## src/hdl/modstream_pkg.sv

```systemverilog
package modstream_pkg;
    // width of the digital stand-in for a differential input sample
    localparam int IN_W = 16;
    // mode pin encodings
    localparam logic SEL_OFFSET = 1'b0;
    localparam logic SEL_GAIN = 1'b1;
    localparam logic CAL_ACTIVE_N = 1'b0;
    // input codes seen by the loop in calibration modes
    localparam logic signed [15:0] IN_ZERO = 16'sh0000;
    localparam logic signed [15:0] IN_FULL = 16'sh7fff;
    // loop feedback levels: ones density spans 10 % .. 90 %
    localparam logic signed [23:0] FB_HIGH = 24'sh00_9ffe;
    localparam logic signed [23:0] FB_LOW = -24'sh00_9ffe;
    // counting window length in modulator clock periods
    localparam int WINDOW_LEN = 1024;
    localparam int SETTLE_LEN = 64;
    localparam int CNT_W = 12;
    // host sequencer phases
    typedef enum logic [4:0] {
        PH_IDLE = 5'b00001,
        PH_OFFSET = 5'b00010,
        PH_GAIN = 5'b00100,
        PH_MEASURE = 5'b01000,
        PH_DONE = 5'b10000
    } phase_t;
endpackage

```

## src/hdl/modstream_if.sv

```systemverilog
`timescale 1ns/1ps
`default_nettype none
interface modstream_if;
    logic mod_clk;
    logic bitstream_out;
    logic gain_sel;
    logic cal_en_n;
    logic bias_en;
    modport device (input mod_clk, gain_sel, cal_en_n, bias_en,
        output bitstream_out);
    modport host (output mod_clk, gain_sel, cal_en_n, bias_en,
        input bitstream_out);
endinterface
`default_nettype wire

```

## src/hdl/modstream_host.sv

```systemverilog
`timescale 1ns/1ps
`default_nettype none
module modstream_host #(
    parameter int DIV = 250,
    parameter int LEN = modstream_pkg::WINDOW_LEN,
    parameter int SETTLE = modstream_pkg::SETTLE_LEN
) (
    // clock and reset
    input wire logic clk_i,
    input wire logic reset_i,
    // link
    modstream_if.host link,
    // user control
    input wire logic start_i,
    input wire logic bias_en_i,
    // results
    output logic [modstream_pkg::CNT_W-1:0] offset_o,
    output logic [modstream_pkg::CNT_W-1:0] gain_o,
    output logic [modstream_pkg::CNT_W-1:0] meas_o,
    output logic valid_o
);
    import modstream_pkg::*;
    phase_t ph_reg, ph_next;
    logic [15:0] div_reg;
    logic mclk_reg, gsel_reg, caln_reg, bias_reg;
    logic s1_reg, s2_reg;
    logic [CNT_W-1:0] settle_reg;
    logic win_start;
    logic [CNT_W-1:0] count;
    logic done;
    logic busy_reg;
    // fixed 50 % divider for the modulator clock
    wire half = (div_reg == 16'(DIV/2 - 1));
    wire fall = half && mclk_reg; // falling edge about to occur
    always_ff @(posedge clk_i) begin
        if (reset_i || half) div_reg <= '0;
        else div_reg <= div_reg + 16'h0001;
        if (reset_i) mclk_reg <= 1'b0;
        else if (half) mclk_reg <= !mclk_reg;
    end
    // stream synchroniser; sampled at the falling edge
    always_ff @(posedge clk_i) begin
        s1_reg <= link.bitstream_out;
        s2_reg <= s1_reg;
    end
    wire settled = (settle_reg == '0);
    // settle counter restarts on each mode change
    always_ff @(posedge clk_i) begin
        if (reset_i || ph_reg != ph_next) settle_reg <= CNT_W'(SETTLE);
        else if (fall && !settled) settle_reg <= settle_reg - 1'b1;
    end
    // a window opens only in a counting phase, once settled
    assign win_start = fall && settled && !busy_reg;
    wire win_go = win_start && ph_reg != PH_IDLE && ph_reg != PH_DONE;
    always_ff @(posedge clk_i) begin
        if (reset_i || done) busy_reg <= 1'b0;
        else if (win_go) busy_reg <= 1'b1;
    end
    ones_window #(.LEN(LEN), .W(CNT_W)) ones_window_i (
        .clk_i(clk_i), .reset_i(reset_i),
        .start_i(win_go),
        .sample_i(fall), .bit_i(s2_reg),
        .count_o(count), .done_o(done));
    // phase order: offset, gain, then normal measurement
    always_comb begin
        ph_next = ph_reg;
        unique case (ph_reg)
            PH_IDLE: if (start_i) ph_next = PH_OFFSET;
            PH_OFFSET: if (done) ph_next = PH_GAIN;
            PH_GAIN: if (done) ph_next = PH_MEASURE;
            PH_MEASURE: if (done) ph_next = PH_DONE;
            PH_DONE: ph_next = PH_MEASURE;
            default: ph_next = PH_IDLE;
        endcase
    end
    // mode pins held steady for the whole phase
    always_ff @(posedge clk_i) begin
        if (reset_i) begin
            ph_reg <= PH_IDLE;
            gsel_reg <= SEL_OFFSET;
            caln_reg <= !CAL_ACTIVE_N;
            bias_reg <= 1'b0;
        end else begin
            ph_reg <= ph_next;
            gsel_reg <= (ph_next == PH_GAIN) ? SEL_GAIN : SEL_OFFSET;
            caln_reg <= (ph_next == PH_OFFSET || ph_next == PH_GAIN) ?
                CAL_ACTIVE_N : !CAL_ACTIVE_N;
            bias_reg <= bias_en_i;
        end
    end
    // store offset and gain counts, latch each measurement
    always_ff @(posedge clk_i) begin
        if (reset_i) begin
            offset_o <= '0;
            gain_o <= '0;
            meas_o <= '0;
            valid_o <= 1'b0;
        end else begin
            valid_o <= done && ph_reg == PH_MEASURE;
            if (done && ph_reg == PH_OFFSET) offset_o <= count;
            if (done && ph_reg == PH_GAIN) gain_o <= count;
            if (done && ph_reg == PH_MEASURE) meas_o <= count;
        end
    end
    assign link.mod_clk = mclk_reg;
    assign link.gain_sel = gsel_reg;
    assign link.cal_en_n = caln_reg;
    assign link.bias_en = bias_reg;
endmodule // modstream_host
`default_nettype wire

```

## src/hdl/ones_window.sv

```systemverilog
`timescale 1ns/1ps
`default_nettype none
module ones_window #(
    parameter int LEN = modstream_pkg::WINDOW_LEN,
    parameter int W = modstream_pkg::CNT_W
) (
    // clock and reset
    input wire logic clk_i,
    input wire logic reset_i,
    // control and stream
    input wire logic start_i,
    input wire logic sample_i,
    input wire logic bit_i,
    // result
    output logic [W-1:0] count_o,
    output logic done_o
);
    import modstream_pkg::*;
    logic [W-1:0] left_reg;
    logic [W-1:0] ones_reg;
    logic busy_reg;
    wire last = busy_reg && sample_i && (left_reg == W'(1));
    // count ones over exactly LEN sampled periods
    always_ff @(posedge clk_i) begin
        if (reset_i || start_i) begin
            left_reg <= W'(LEN);
            ones_reg <= '0;
            busy_reg <= start_i && !reset_i;
        end else if (busy_reg && sample_i) begin
            left_reg <= left_reg - W'(1);
            ones_reg <= ones_reg + W'(bit_i);
            if (last) begin
                busy_reg <= 1'b0;
            end
        end
    end
    // latch result at window end
    always_ff @(posedge clk_i) begin
        if (reset_i) begin
            count_o <= '0;
            done_o <= 1'b0;
        end else begin
            done_o <= last;
            if (last) begin
                count_o <= ones_reg + W'(bit_i);
            end
        end
    end
endmodule // ones_window
`default_nettype wire

```

## src/flat_wrapper.sv

```systemverilog
// flat-port wrapper written by rule: the top's interface ports become plain ports
module modstream_host_flat import modstream_pkg::*;
#(
    parameter int DIV = 250,
    parameter int LEN = modstream_pkg::WINDOW_LEN,
    parameter int SETTLE = modstream_pkg::SETTLE_LEN
)
  (clk_i, reset_i, start_i, bias_en_i, offset_o, gain_o, meas_o, valid_o, link_mod_clk, link_gain_sel, link_cal_en_n, link_bias_en, link_bitstream_out);
  modstream_if link_i ();
  input wire logic clk_i;
  input wire logic reset_i;
  input wire logic start_i;
  input wire logic bias_en_i;
  output logic [modstream_pkg::CNT_W-1:0] offset_o;
  output logic [modstream_pkg::CNT_W-1:0] gain_o;
  output logic [modstream_pkg::CNT_W-1:0] meas_o;
  output logic valid_o;
  output wire logic [$bits(link_i.mod_clk)-1:0] link_mod_clk;
  output wire logic [$bits(link_i.gain_sel)-1:0] link_gain_sel;
  output wire logic [$bits(link_i.cal_en_n)-1:0] link_cal_en_n;
  output wire logic [$bits(link_i.bias_en)-1:0] link_bias_en;
  input wire logic [$bits(link_i.bitstream_out)-1:0] link_bitstream_out;
  assign link_mod_clk = link_i.mod_clk;
  assign link_gain_sel = link_i.gain_sel;
  assign link_cal_en_n = link_i.cal_en_n;
  assign link_bias_en = link_i.bias_en;
  assign link_i.bitstream_out = link_bitstream_out;
  modstream_host #(.DIV(DIV), .LEN(LEN), .SETTLE(SETTLE)) u_core (.clk_i(clk_i), .reset_i(reset_i), .link(link_i), .start_i(start_i), .bias_en_i(bias_en_i), .offset_o(offset_o), .gain_o(gain_o), .meas_o(meas_o), .valid_o(valid_o));
endmodule
```

## config.mk

```make
export PLATFORM = sky130hd
export DESIGN_NAME = modstream_host_flat
export DESIGN_NICKNAME = d
export VERILOG_FILES = /design/src/hdl/modstream_pkg.sv /design/src/hdl/modstream_if.sv /design/src/hdl/modstream_host.sv /design/src/hdl/ones_window.sv /design/src/flat_wrapper.sv
export SDC_FILE = /design/constraint.sdc
export NUM_CORES = 1
export LEC_CHECK = 0
export BUFFER_PORTS_ARGS = -buffer_cell sky130_fd_sc_hd__clkbuf_2
export CAP_MARGIN = 40
export CELL_PAD_IN_SITES_DETAIL_PLACEMENT = 1
export CELL_PAD_IN_SITES_GLOBAL_PLACEMENT = 1
export CORE_MARGIN = 2
export CORE_UTILIZATION = 25
export DETAILED_ROUTE_END_ITERATION = 8
export HOLD_SLACK_MARGIN = 0.05
export PLACE_DENSITY_LB_ADDON = 0.1
export REMOVE_ABC_BUFFERS = 1
export SLEW_MARGIN = 15
export SYNTH_ARGS = -nofsm -noshare
export SYNTH_HDL_FRONTEND = slang
export SYNTH_HIERARCHICAL = 1
export SYNTH_SLANG_ARGS = --single-unit
```

## constraint.sdc

```tcl
create_clock -name clk_i -period 4.1 [get_ports clk_i]
set_input_delay 1.025 -clock clk_i [delete_from_list [all_inputs] [get_ports clk_i]]
set_output_delay 1.025 -clock clk_i [all_outputs]
set_load 0.005 [all_outputs]
```

==> reports/qor.csv, run 1 <==
metric;value;unit
DRT antenna net count;0;
Pleak;2.39;nW
Vias;4067;
Critical Path Start;u_core/div_reg[12];
I/O Pins;46;
CTS Sinks;115;
Hold WC Path Type;reg2reg;
Reg-to-Reg End;u_core/ones_window_i/ones_reg[11];
Core Area;20000;µm²
initial core utilization;0.253;
Layout Cells excl Fill;877;
CTS tree;built;
Mapped Cells;560;
post-cts resize count;0;
nets;606;
die span in x;146;µm
RePlAce Congestion;0.748;
Yosys top cell area share;0.450;
ant diodes;0;
Via-to-Cell Ratio;4.64;
commonest non-fill, non-tap cells in the layout;dfxtp_1 (114), nor2_1 (97), clkbuf_2 (45), mux2i_1 (38), nand2_1 (25);
DRC Markers;0;
Clock Latency Late Sink;0.41;ns
first drt pass iteration count;4;
Max H-tree Level;4;
CTS max path bufs;2;
CP arrival;3.44;ns
Fin Setup TNS;0;ns
Synth cell types;55;
yosys warns;6;
Hold Path Stages;0;
Avg WL per Cell;14.5;µm
Hold Worst Slack;0.339;ns
Least-Margin Pin Slew;0.644;ns
CTS clk-pin slew, worst paths;0.06;ns
Filler cells;2380;
grt ovf;0;
# rows;52;
FFs w/ async S/R, synth;0;
number of enable flip-flop cells after synthesis;1;
crit path launch type;register;
Setup CP Type;reg2reg;
R2R setup slack;0.99;ns
post-route setup slack;0.994;ns
crit path to;u_core/ones_window_i/ones_reg[11];
port bufs;45;
die height;146;µm
Hold Vio Cnt, Final;0;
Routed WL;12700;µm
R2R depth;7;
maximum vdd drop;0.278;mV
Area growth syn-to-layout;21.6;%
max FFs per register;16;
Rel. slew slack;0.570;
initial antenna violation count;0;
synthesized area;5070;µm²
main flop type after synthesis;dfxtp_1;
outcome;complete, no violations;
largest net degree at the start of global routing;38;
first-pass GRT wire length;21700;µm
Tmin final;3.11;ns
GR Util All Layers;0.125;
Clock Tree Root;clkbuf_16;
worst path required time;4.44;ns
Post-Route Skew;0.00917;ns
register cell area after layout;2310;µm²
worst slack, placed;0.994;ns
CTS Buf Count;17;
sequential area share after synthesis;0.456;
Final Max Tran Viols;0;
max cap viols;0;
RSZ-0062 raised after global routing;false;
area occupied by multi-input gates;2540;µm²
Critical R2R Launch;u_core/div_reg[12];
final worst path period share;0.758;
Synth Area per Inst;9.05;µm²
post-detail-place hpwl;8820;µm
Max Fclk;322;MHz
postcts setup bufs;0;
crit-path max FO;20;
Yosys reg bits;115;
Area contributors post-synth;dfxtp_1 (45%), mux2i_1 (7.5%), nor2_1 (7.2%), xnor2_1 (3.5%), xor2_1 (3.5%);
setup violators final;0;
most common cell after layout, fill and taps aside;dfxtp_1;
first-iteration detailed-routing DRC count;142;
via count of the first global-routing pass;4169;
Die ar.;21400;µm²
crit path capture type;register;
dpl cells;844;
fraction of layout cells with a size suffix above 1;0.165;
hold_buf cts;0;
ratio of total power to cell area;446;nW/µm²
post-synth top area cell;dfxtp_1;
[layout make-up]
| class | instances | share of cell area |
|---|---|---|
| Multi-Input combinational cell | 392 | 0.413 |
| Clock buffer | 17 | 0.0690 |
| Clock inverter | 15 | 0.0312 |
| Tap cell | 270 | 0.0548 |
| Inverter | 13 | 0.00791 |
| Timing Repair Buffer | 55 | 0.0495 |
| Sequential cell | 115 | 0.375 |
[Yosys cell counts (2+ instances only)]
library cell / instances
and2_1: 3
nand4b_1: 5
buf_2: 2
o211ai_1: 2
or4_4: 3
nand2_1: 25
a211o_1: 2
buf_1: 6
nor4b_1: 2
clkbuf_1: 27
nand3_1: 12
or3_1: 9
clkbuf_2: 2
inv_1: 13
nor2b_1: 5
o21a_1: 2
xor2_1: 20
a21oi_1: 13
a211oi_1: 22
nand3b_1: 3
o41ai_1: 2
a31oi_1: 2
mux2i_1: 38
nor4_1: 11
o21ai_0: 16
nor3_1: 15
ha_1: 7
or4_1: 10
o31ai_1: 4
or2_2: 4
nand4_1: 13
xnor2_1: 20
dfxtp_1: 114
nor2_1: 97
or3b_1: 3
and3_1: 3
and4_1: 4
buf_4: 2
[per-stage QoR]
step	util	area (µm²)	total power, W
after detailed placement	0.276	5530	0.00122
final	0.308	6170	0.00275
after global placement	0.276	5530	0.00122
after floorplan	-	4900	0.00119
after CTS	0.307	6150	0.00280
after global routing	0.308	6170	0.00287
[logic make-up (layout without fill, tap and decap cells)]
| logic type | after synthesis | in the layout | share of synthesized area |
|---|---|---|---|
| multiplexers | 38 | 38 | 0.0750 |
| adder cells (fa/ha/maj) | 7 | 7 | 0.0173 |
| XOR/XNOR | 40 | 40 | 0.0691 |
| AO/OA/AOI/OAI | 71 | 71 | 0.0928 |
| flip-flops | 115 | 115 | 0.456 |
| buffers and inverters | 53 | 100 | 0.0432 |
| AND/OR/NAND/NOR | 236 | 236 | 0.247 |
[where the power goes]
group           total, W  internal [W]  switching, W
clock            0.00156      0.000974      0.000582
combinational  0.0000562     0.0000177     0.0000385
sequential       0.00114       0.00113     0.0000105
[worst max-delay path, stage by stage, from the launching register on]
cell and delay, ns:
dfxtp_1 0.34, or4_4 0.55, or4_4 0.67, inv_1 0.13, nand2_1 0.23, or4_4 0.62
or3_1 0.35, a21oi_1 0.14
[worst min path at each step]
stage	start	endpoint
floorplan	u_core/s1_reg	u_core/s2_reg
global placement	u_core/s1_reg	u_core/s2_reg
detailed placement	u_core/s1_reg	u_core/s2_reg
CTS	u_core/s1_reg	u_core/s2_reg
global route	u_core/s1_reg	u_core/s2_reg
finish	u_core/s1_reg	u_core/s2_reg
[routing by layer]
layer	share of wire	routed length (µm)	up-vias	GRT usage
li1	-	-	2043	-
met1	0.51	6430	1962	0.168
met2	0.46	5780	51	0.196
met3	0.027	343	11	0.0338
met4	0.011	143	0	0.0393
met5	0	0	-	0
No activity file was read; power rests on OpenSTA's default activity.
==> run 2, diff against run 1 <==
Clock period 4.1 ns to 3.1 ns, I/O delays scaled along.
==> run 2 against run 1 <==
Effect of this change:
- sequential power grew 32%
- via count grew 0.81%
- die area is the same
- routed wire length shrank 0.35%
- clock power grew 44%
- fmax grew 9.1%
- critical path depth grew 1
- sequential share of layout area shrank 0.55 points
- clock-buffer cell count grew 2
- register-to-register slack lost 0.74 ns
- core utilization grew 0.46 points
- critical endpoint is now u_core/ones_window_i/left_reg[10]
==> reports/qor.csv, run 2 (synthesis gave the netlist of run 1 again) <==
metric;value;unit;change
setup violators final;0;;unchanged
initial antenna violation count;0;;unchanged
RSZ-0062 raised after global routing;false;;
GR Util met2;0.191;;-0.00495
CP arrival;3.14;ns;-0.30 ns
Area growth syn-to-layout;23.4;%;
first-pass GRT wire length;21300;µm;-1.8%
DRC Markers;0;;unchanged
Max H-tree Level;4;;unchanged
crit path launch type;register;;
commonest non-fill, non-tap cells in the layout;dfxtp_1 (114), nor2_1 (97), clkbuf_2 (45), mux2i_1 (38), nand2_1 (25);;
ant diodes;0;;unchanged
most common cell after layout, fill and taps aside;dfxtp_1;;
Filler cells;2355;;-1.1%
Setup CP Type;reg2reg;;
crit path capture type;register;;
Via-to-Cell Ratio;4.65;;+0.35%
die span in x;146;µm;unchanged
max FFs per register;16;;unchanged
crit-path max FO;7;;-65%
via count of the first global-routing pass;4150;;-0.46%
Die ar.;21400;µm²;unchanged
Least-Margin Pin Slew;0.784;ns;+0.140 ns
I/O Pins;46;;unchanged
Final Max Tran Viols;0;;unchanged
RePlAce Congestion;0.722;;-3.5%
post-layout util;0.312;;+0.00456
DRT antenna net count;0;;unchanged
met3 GRT Util;0.0319;;-0.00188
hold_buf cts;0;;unchanged
Avg WL per Cell;14.4;µm;-0.81%
CTS Sinks;115;;unchanged
Tmin final;2.85;ns;-0.258 ns
postcts setup bufs;0;;unchanged
grt ovf;0;;unchanged
fraction of layout cells with a size suffix above 1;0.169;;+0.00383
Hold WC Path Type;reg2reg;;
die height;146;µm;unchanged
post-detail-place hpwl;8930;µm;+1.3%
Rel. slew slack;0.476;;-0.0940
Hold Vio Cnt, Final;0;;unchanged
Vias;4100;;+0.81%
Post-Route Skew;0.00805;ns;-0.00113 ns
first drt pass iteration count;4;;unchanged
ratio of total power to cell area;610;nW/µm²;+37%
GR Util All Layers;0.124;;-0.00141
Hold Worst Slack;0.370;ns;+0.0310 ns
largest net degree at the start of global routing;25;;-34%
nets;610;;+0.66%
Max Fclk;351;MHz;+9.1%
CTS tree;built;;
outcome;complete, no violations;;
Routed WL;12600;µm;-0.35%
Pleak;2.43;nW;+1.7%
max cap viols;0;;unchanged
Clock Latency Late Sink;0.41;ns;about the same
maximum vdd drop;0.290;mV;+4.5%
initial core utilization;0.253;;unchanged
worst path required time;3.39;ns;-1.05 ns
final worst path period share;0.919;;+0.161
CTS max path bufs;2;;unchanged
port bufs;45;;unchanged
CTS Buf Count;17;;unchanged
CTS clk-pin slew, worst paths;0.05;ns;about the same
M1 GR Usage;0.164;;-0.00383
first-iteration detailed-routing DRC count;113;;-20%
Core Area;20000;µm²;unchanged
Clock Tree Root;clkbuf_16;;
post-cts resize count;0;;unchanged
busiest grt layer;met2;;
# rows;52;;unchanged
## run 2: layout make-up
cell class	count	area [µm²]	share of cell area
sequential	115	2310	0.369
multi-input combinational	392	2540	0.407
timing repair buffer	59	343	0.0548
tap	270	338	0.0540
clock buffer	19	443	0.0708
inverter	13	48.8	0.00780
clock inverter	13	229	0.0366
## run 2: report_power, final
group           total, W  switching (W)  internal, W
registers        0.00150      0.0000136      0.00149
logic          0.0000776      0.0000511    0.0000265
clock network    0.00224       0.000707      0.00153
## run 2: through the flow
step | setup TNS, ns | power, W | setup WS (ns) | instance area (µm²) | instances
floorplan | -3.30 | 0.00157 | -0.373 | 4900 | 520
global placement | 0 | 0.00161 | 0.289 | 5580 | 848
detailed placement | 0 | 0.00161 | 0.271 | 5590 | 849
CTS | 0 | 0.00390 | 0.244 | 6260 | 881
global route | 0 | 0.00399 | 0.0916 | 6260 | 881
finish | 0 | 0.00382 | 0.252 | 6260 | 881
## run 2: path summary, 6_finish.rpt
path | startpoint | endpoint | slack (ns) | cells after the start
worst max-delay path | u_core/div_reg[12] | u_core/ones_window_i/left_reg[10] | 0.25 | 8
worst min-delay path | u_core/s1_reg | u_core/s2_reg | 0.37 | 0
worst max register to register | u_core/div_reg[12] | u_core/ones_window_i/left_reg[10] | 0.25 | 8
worst min register to register | u_core/s1_reg | u_core/s2_reg | 0.37 | 0
## run 2: critical path, cell delays in order (launching register included)
cell	delay (ns)
dfxtp_1	0.34
or4_4	0.56
or4_4	0.56
inv_1	0.11
nor4bb_1	0.37
buf_4	0.22
nand2_1	0.10
o21ai_0	0.14
or3b_1	0.34
## run 2: metal layers
metal  vias up  wire (µm)
met4         0        170
met2        54       5670
met1      1971       6420
met5         -          0
li1       2062          -
met3        13        378
==> run 3, diff against run 2 <==
Settings changed: CORE_MARGIN 2 to 4, CORE_UTILIZATION 25 to 45.
Clock period 3.1 ns to 2.89 ns, I/O delays scaled along.
==> run 3 against run 2 <==
Effect of this change:
- via count grew 1.2%
- clock skew is essentially flat
- sequential share of layout area grew 0.88 points
- clock power shrank 6%
- clock-buffer cell count is the same
- hold slack gained 0.0021 ns
- core utilization grew 25 points
- sequential power grew 7%
- worst setup slack lost 0.12 ns
- routed wire length shrank 1.1%
- largest power group unchanged
==> reports/qor.csv, run 3 (synthesis gave the netlist of run 1 again) <==
metric;value;unit;change
R2R setup slack;0.14;ns;-0.12 ns
Routed WL;12500;µm;-1.1%
hold_buf cts;0;;unchanged
fraction of layout cells with a size suffix above 1;0.185;;+0.0169
via count of the first global-routing pass;4268;;+2.8%
R2R depth;7;;-1
Final Max Tran Viols;0;;unchanged
Rel. slew slack;0.515;;+0.0387
post-detail-place hpwl;8430;µm;-5.6%
final worst path period share;0.953;;+0.0342
Hold Path Stages;0;;unchanged
CTS max path bufs;2;;unchanged
Layout Cells excl Fill;760;;-14%
Avg WL per Cell;16.5;µm;+15%
initial core utilization;0.464;;+0.211
Total Power;0.00381;W;-0.22%
first-iteration detailed-routing DRC count;223;;+97%
worst path required time;3.23;ns;-0.16 ns
CTS Buf Count;17;;unchanged
critical path cell sequence;or4_4, or4_4, inv_1, nand2_1, or4_4, or3_1, a21oi_1;;
slowest library cell on the worst path;or4_4;;
I/O Pins;46;;unchanged
nets;619;;+1.5%
crit path launch type;register;;
die span in x;114;µm;-22%
die height;114;µm;-22%
commonest non-fill, non-tap cells in the layout;dfxtp_1 (114), nor2_1 (97), clkbuf_2 (45), mux2i_1 (38), nand2_1 (25);;
post-layout util;0.559;;+0.247
most common cell after layout, fill and taps aside;dfxtp_1;;
ant diodes;0;;unchanged
Pleak;2.45;nW;+0.80%
max FFs per register;16;;unchanged
DRT antenna net count;0;;unchanged
Via-to-Cell Ratio;5.46;;+17%
crit path capture type;register;;
grt ovf;0;;unchanged
CTS Sinks;115;;unchanged
Vias;4149;;+1.2%
GR Util All Layers;0.202;;+0.0782
Post-Route Skew;0.00815;ns;+0.0000967 ns
CP max stage delay;0.56;ns;about the same
initial antenna violation count;0;;unchanged
Crit path top cell by count;or4_4;;
CP arrival;3.09;ns;-0.05 ns
maximum vdd drop;0.549;mV;+89%
Max H-tree Level;4;;unchanged
RePlAce Congestion;0.815;;+13%
largest net degree at the start of global routing;41;;+64%
dpl cells;726;;-14%
CTS clk-pin slew, worst paths;0.06;ns;about the same
ratio of total power to cell area;623;nW/µm²;+2.2%
Hold WC Path Type;reg2reg;;
Tmin final;2.75;ns;-0.0941 ns
Worst Hold Path EP;u_core/s2_reg;;
Least-Margin Pin Slew;0.726;ns;-0.0579 ns
Critical R2R Launch;u_core/div_reg[12];;
Reg-to-Reg End;u_core/ones_window_i/ones_reg[11];;
Clock Latency Late Sink;0.41;ns;about the same
max cap viols;0;;unchanged
port bufs;45;;unchanged
Setup CP Type;reg2reg;;
Hold Vio Cnt, Final;0;;unchanged
Area growth syn-to-layout;20.6;%;
# rows;38;;-27%
first drt pass iteration count;4;;unchanged
Core Area;10900;µm²;-45%
Die ar.;13000;µm²;-39%
crit-path max FO;3;;-4
outcome;complete, no violations;;
Clock Tree Root;clkbuf_16;;
setup violators final;0;;unchanged
first-pass GRT wire length;21100;µm;-0.81%
RSZ-0062 raised after global routing;false;;
Hold Path Origin;u_core/s1_reg;;
Fin Setup TNS;0;ns;unchanged
CTS tree;built;;
Max Fclk;363;MHz;+3.4%
DRC Markers;0;;unchanged
==> run 3: through the flow <==
stage               area [µm²]  hold WS (ns)  worst slack, ns
floorplan                 4900         0.310           -0.583
global placement          5470         0.353            0.117
detailed placement        5480         0.350           0.0991
CTS                       6080         0.366           0.0475
global route              6110         0.371          0.00524
finish                    6110         0.372            0.137
==> run 3: worst max-delay path by stage <==
stage	startpoint	endpoint	slack (ns)	depth (start not counted)
6_report	u_core/div_reg[12]	u_core/ones_window_i/ones_reg[11]	0.14	7
5_1_grt	u_core/div_reg[12]	u_core/ones_window_i/ones_reg[11]	0.005	7
4_1_cts	u_core/div_reg[12]	u_core/ones_window_i/left_reg[10]	0.05	8
3_5_place_dp	u_core/div_reg[12]	u_core/ones_window_i/left_reg[10]	0.1	8
3_3_place_gp	u_core/div_reg[12]	u_core/ones_window_i/left_reg[10]	0.12	8
2_1_floorplan	u_core/div_reg[12]	u_core/ones_window_i/busy_reg	-0.58	6
==> run 3: layout make-up <==
type	instances	area (µm²)
Clock buffer	19	443
Clock inverter	13	158
Fill cell	1276	4820
Inverter	13	48.8
Multi-Input combinational cell	392	2560
Sequential cell	115	2310
Tap cell	140	175
Timing Repair Buffer	68	410
==> run 3: where the power goes <==
group | internal (W) | switching, W | leakage, nW
Sequential | 0.00160 | 0.0000115 | 0.931
Clock | 0.00137 | 0.000738 | 0.293
Combinational | 0.0000290 | 0.0000565 | 1.23
Total | 0.00300 | 0.000806 | 2.45
==> run 3: timing repair <==
action | CTS | global route
gates resized for setup | 1 | 3
pin swaps | 0 | 1
gates cloned | 0 | 0
setup endpoints to repair | 1 | 10
setup buffers | 0 | 2
hold endpoints to repair | 0 | 0
==> run 3: worst max-delay path: cells and delay by family (launching register included) <==
family | cells | cell delay, ns
DFF | 1 | 0.32
and+or+nand+nor | 5 | 2.10
AOI/OAI and AO/OA | 1 | 0.15
buffers and inverters | 1 | 0.12
==> run 3: per-layer routing <==
metal / part of all wire / global-route usage / vias to the layer above
li1: - / - / 2069
met1: 0.47 / 0.255 / 2013
met2: 0.49 / 0.328 / 59
met3: 0.033 / 0.0624 / 8
met4: 0.010 / 0.0705 / 0
met5: 0 / 0 / -
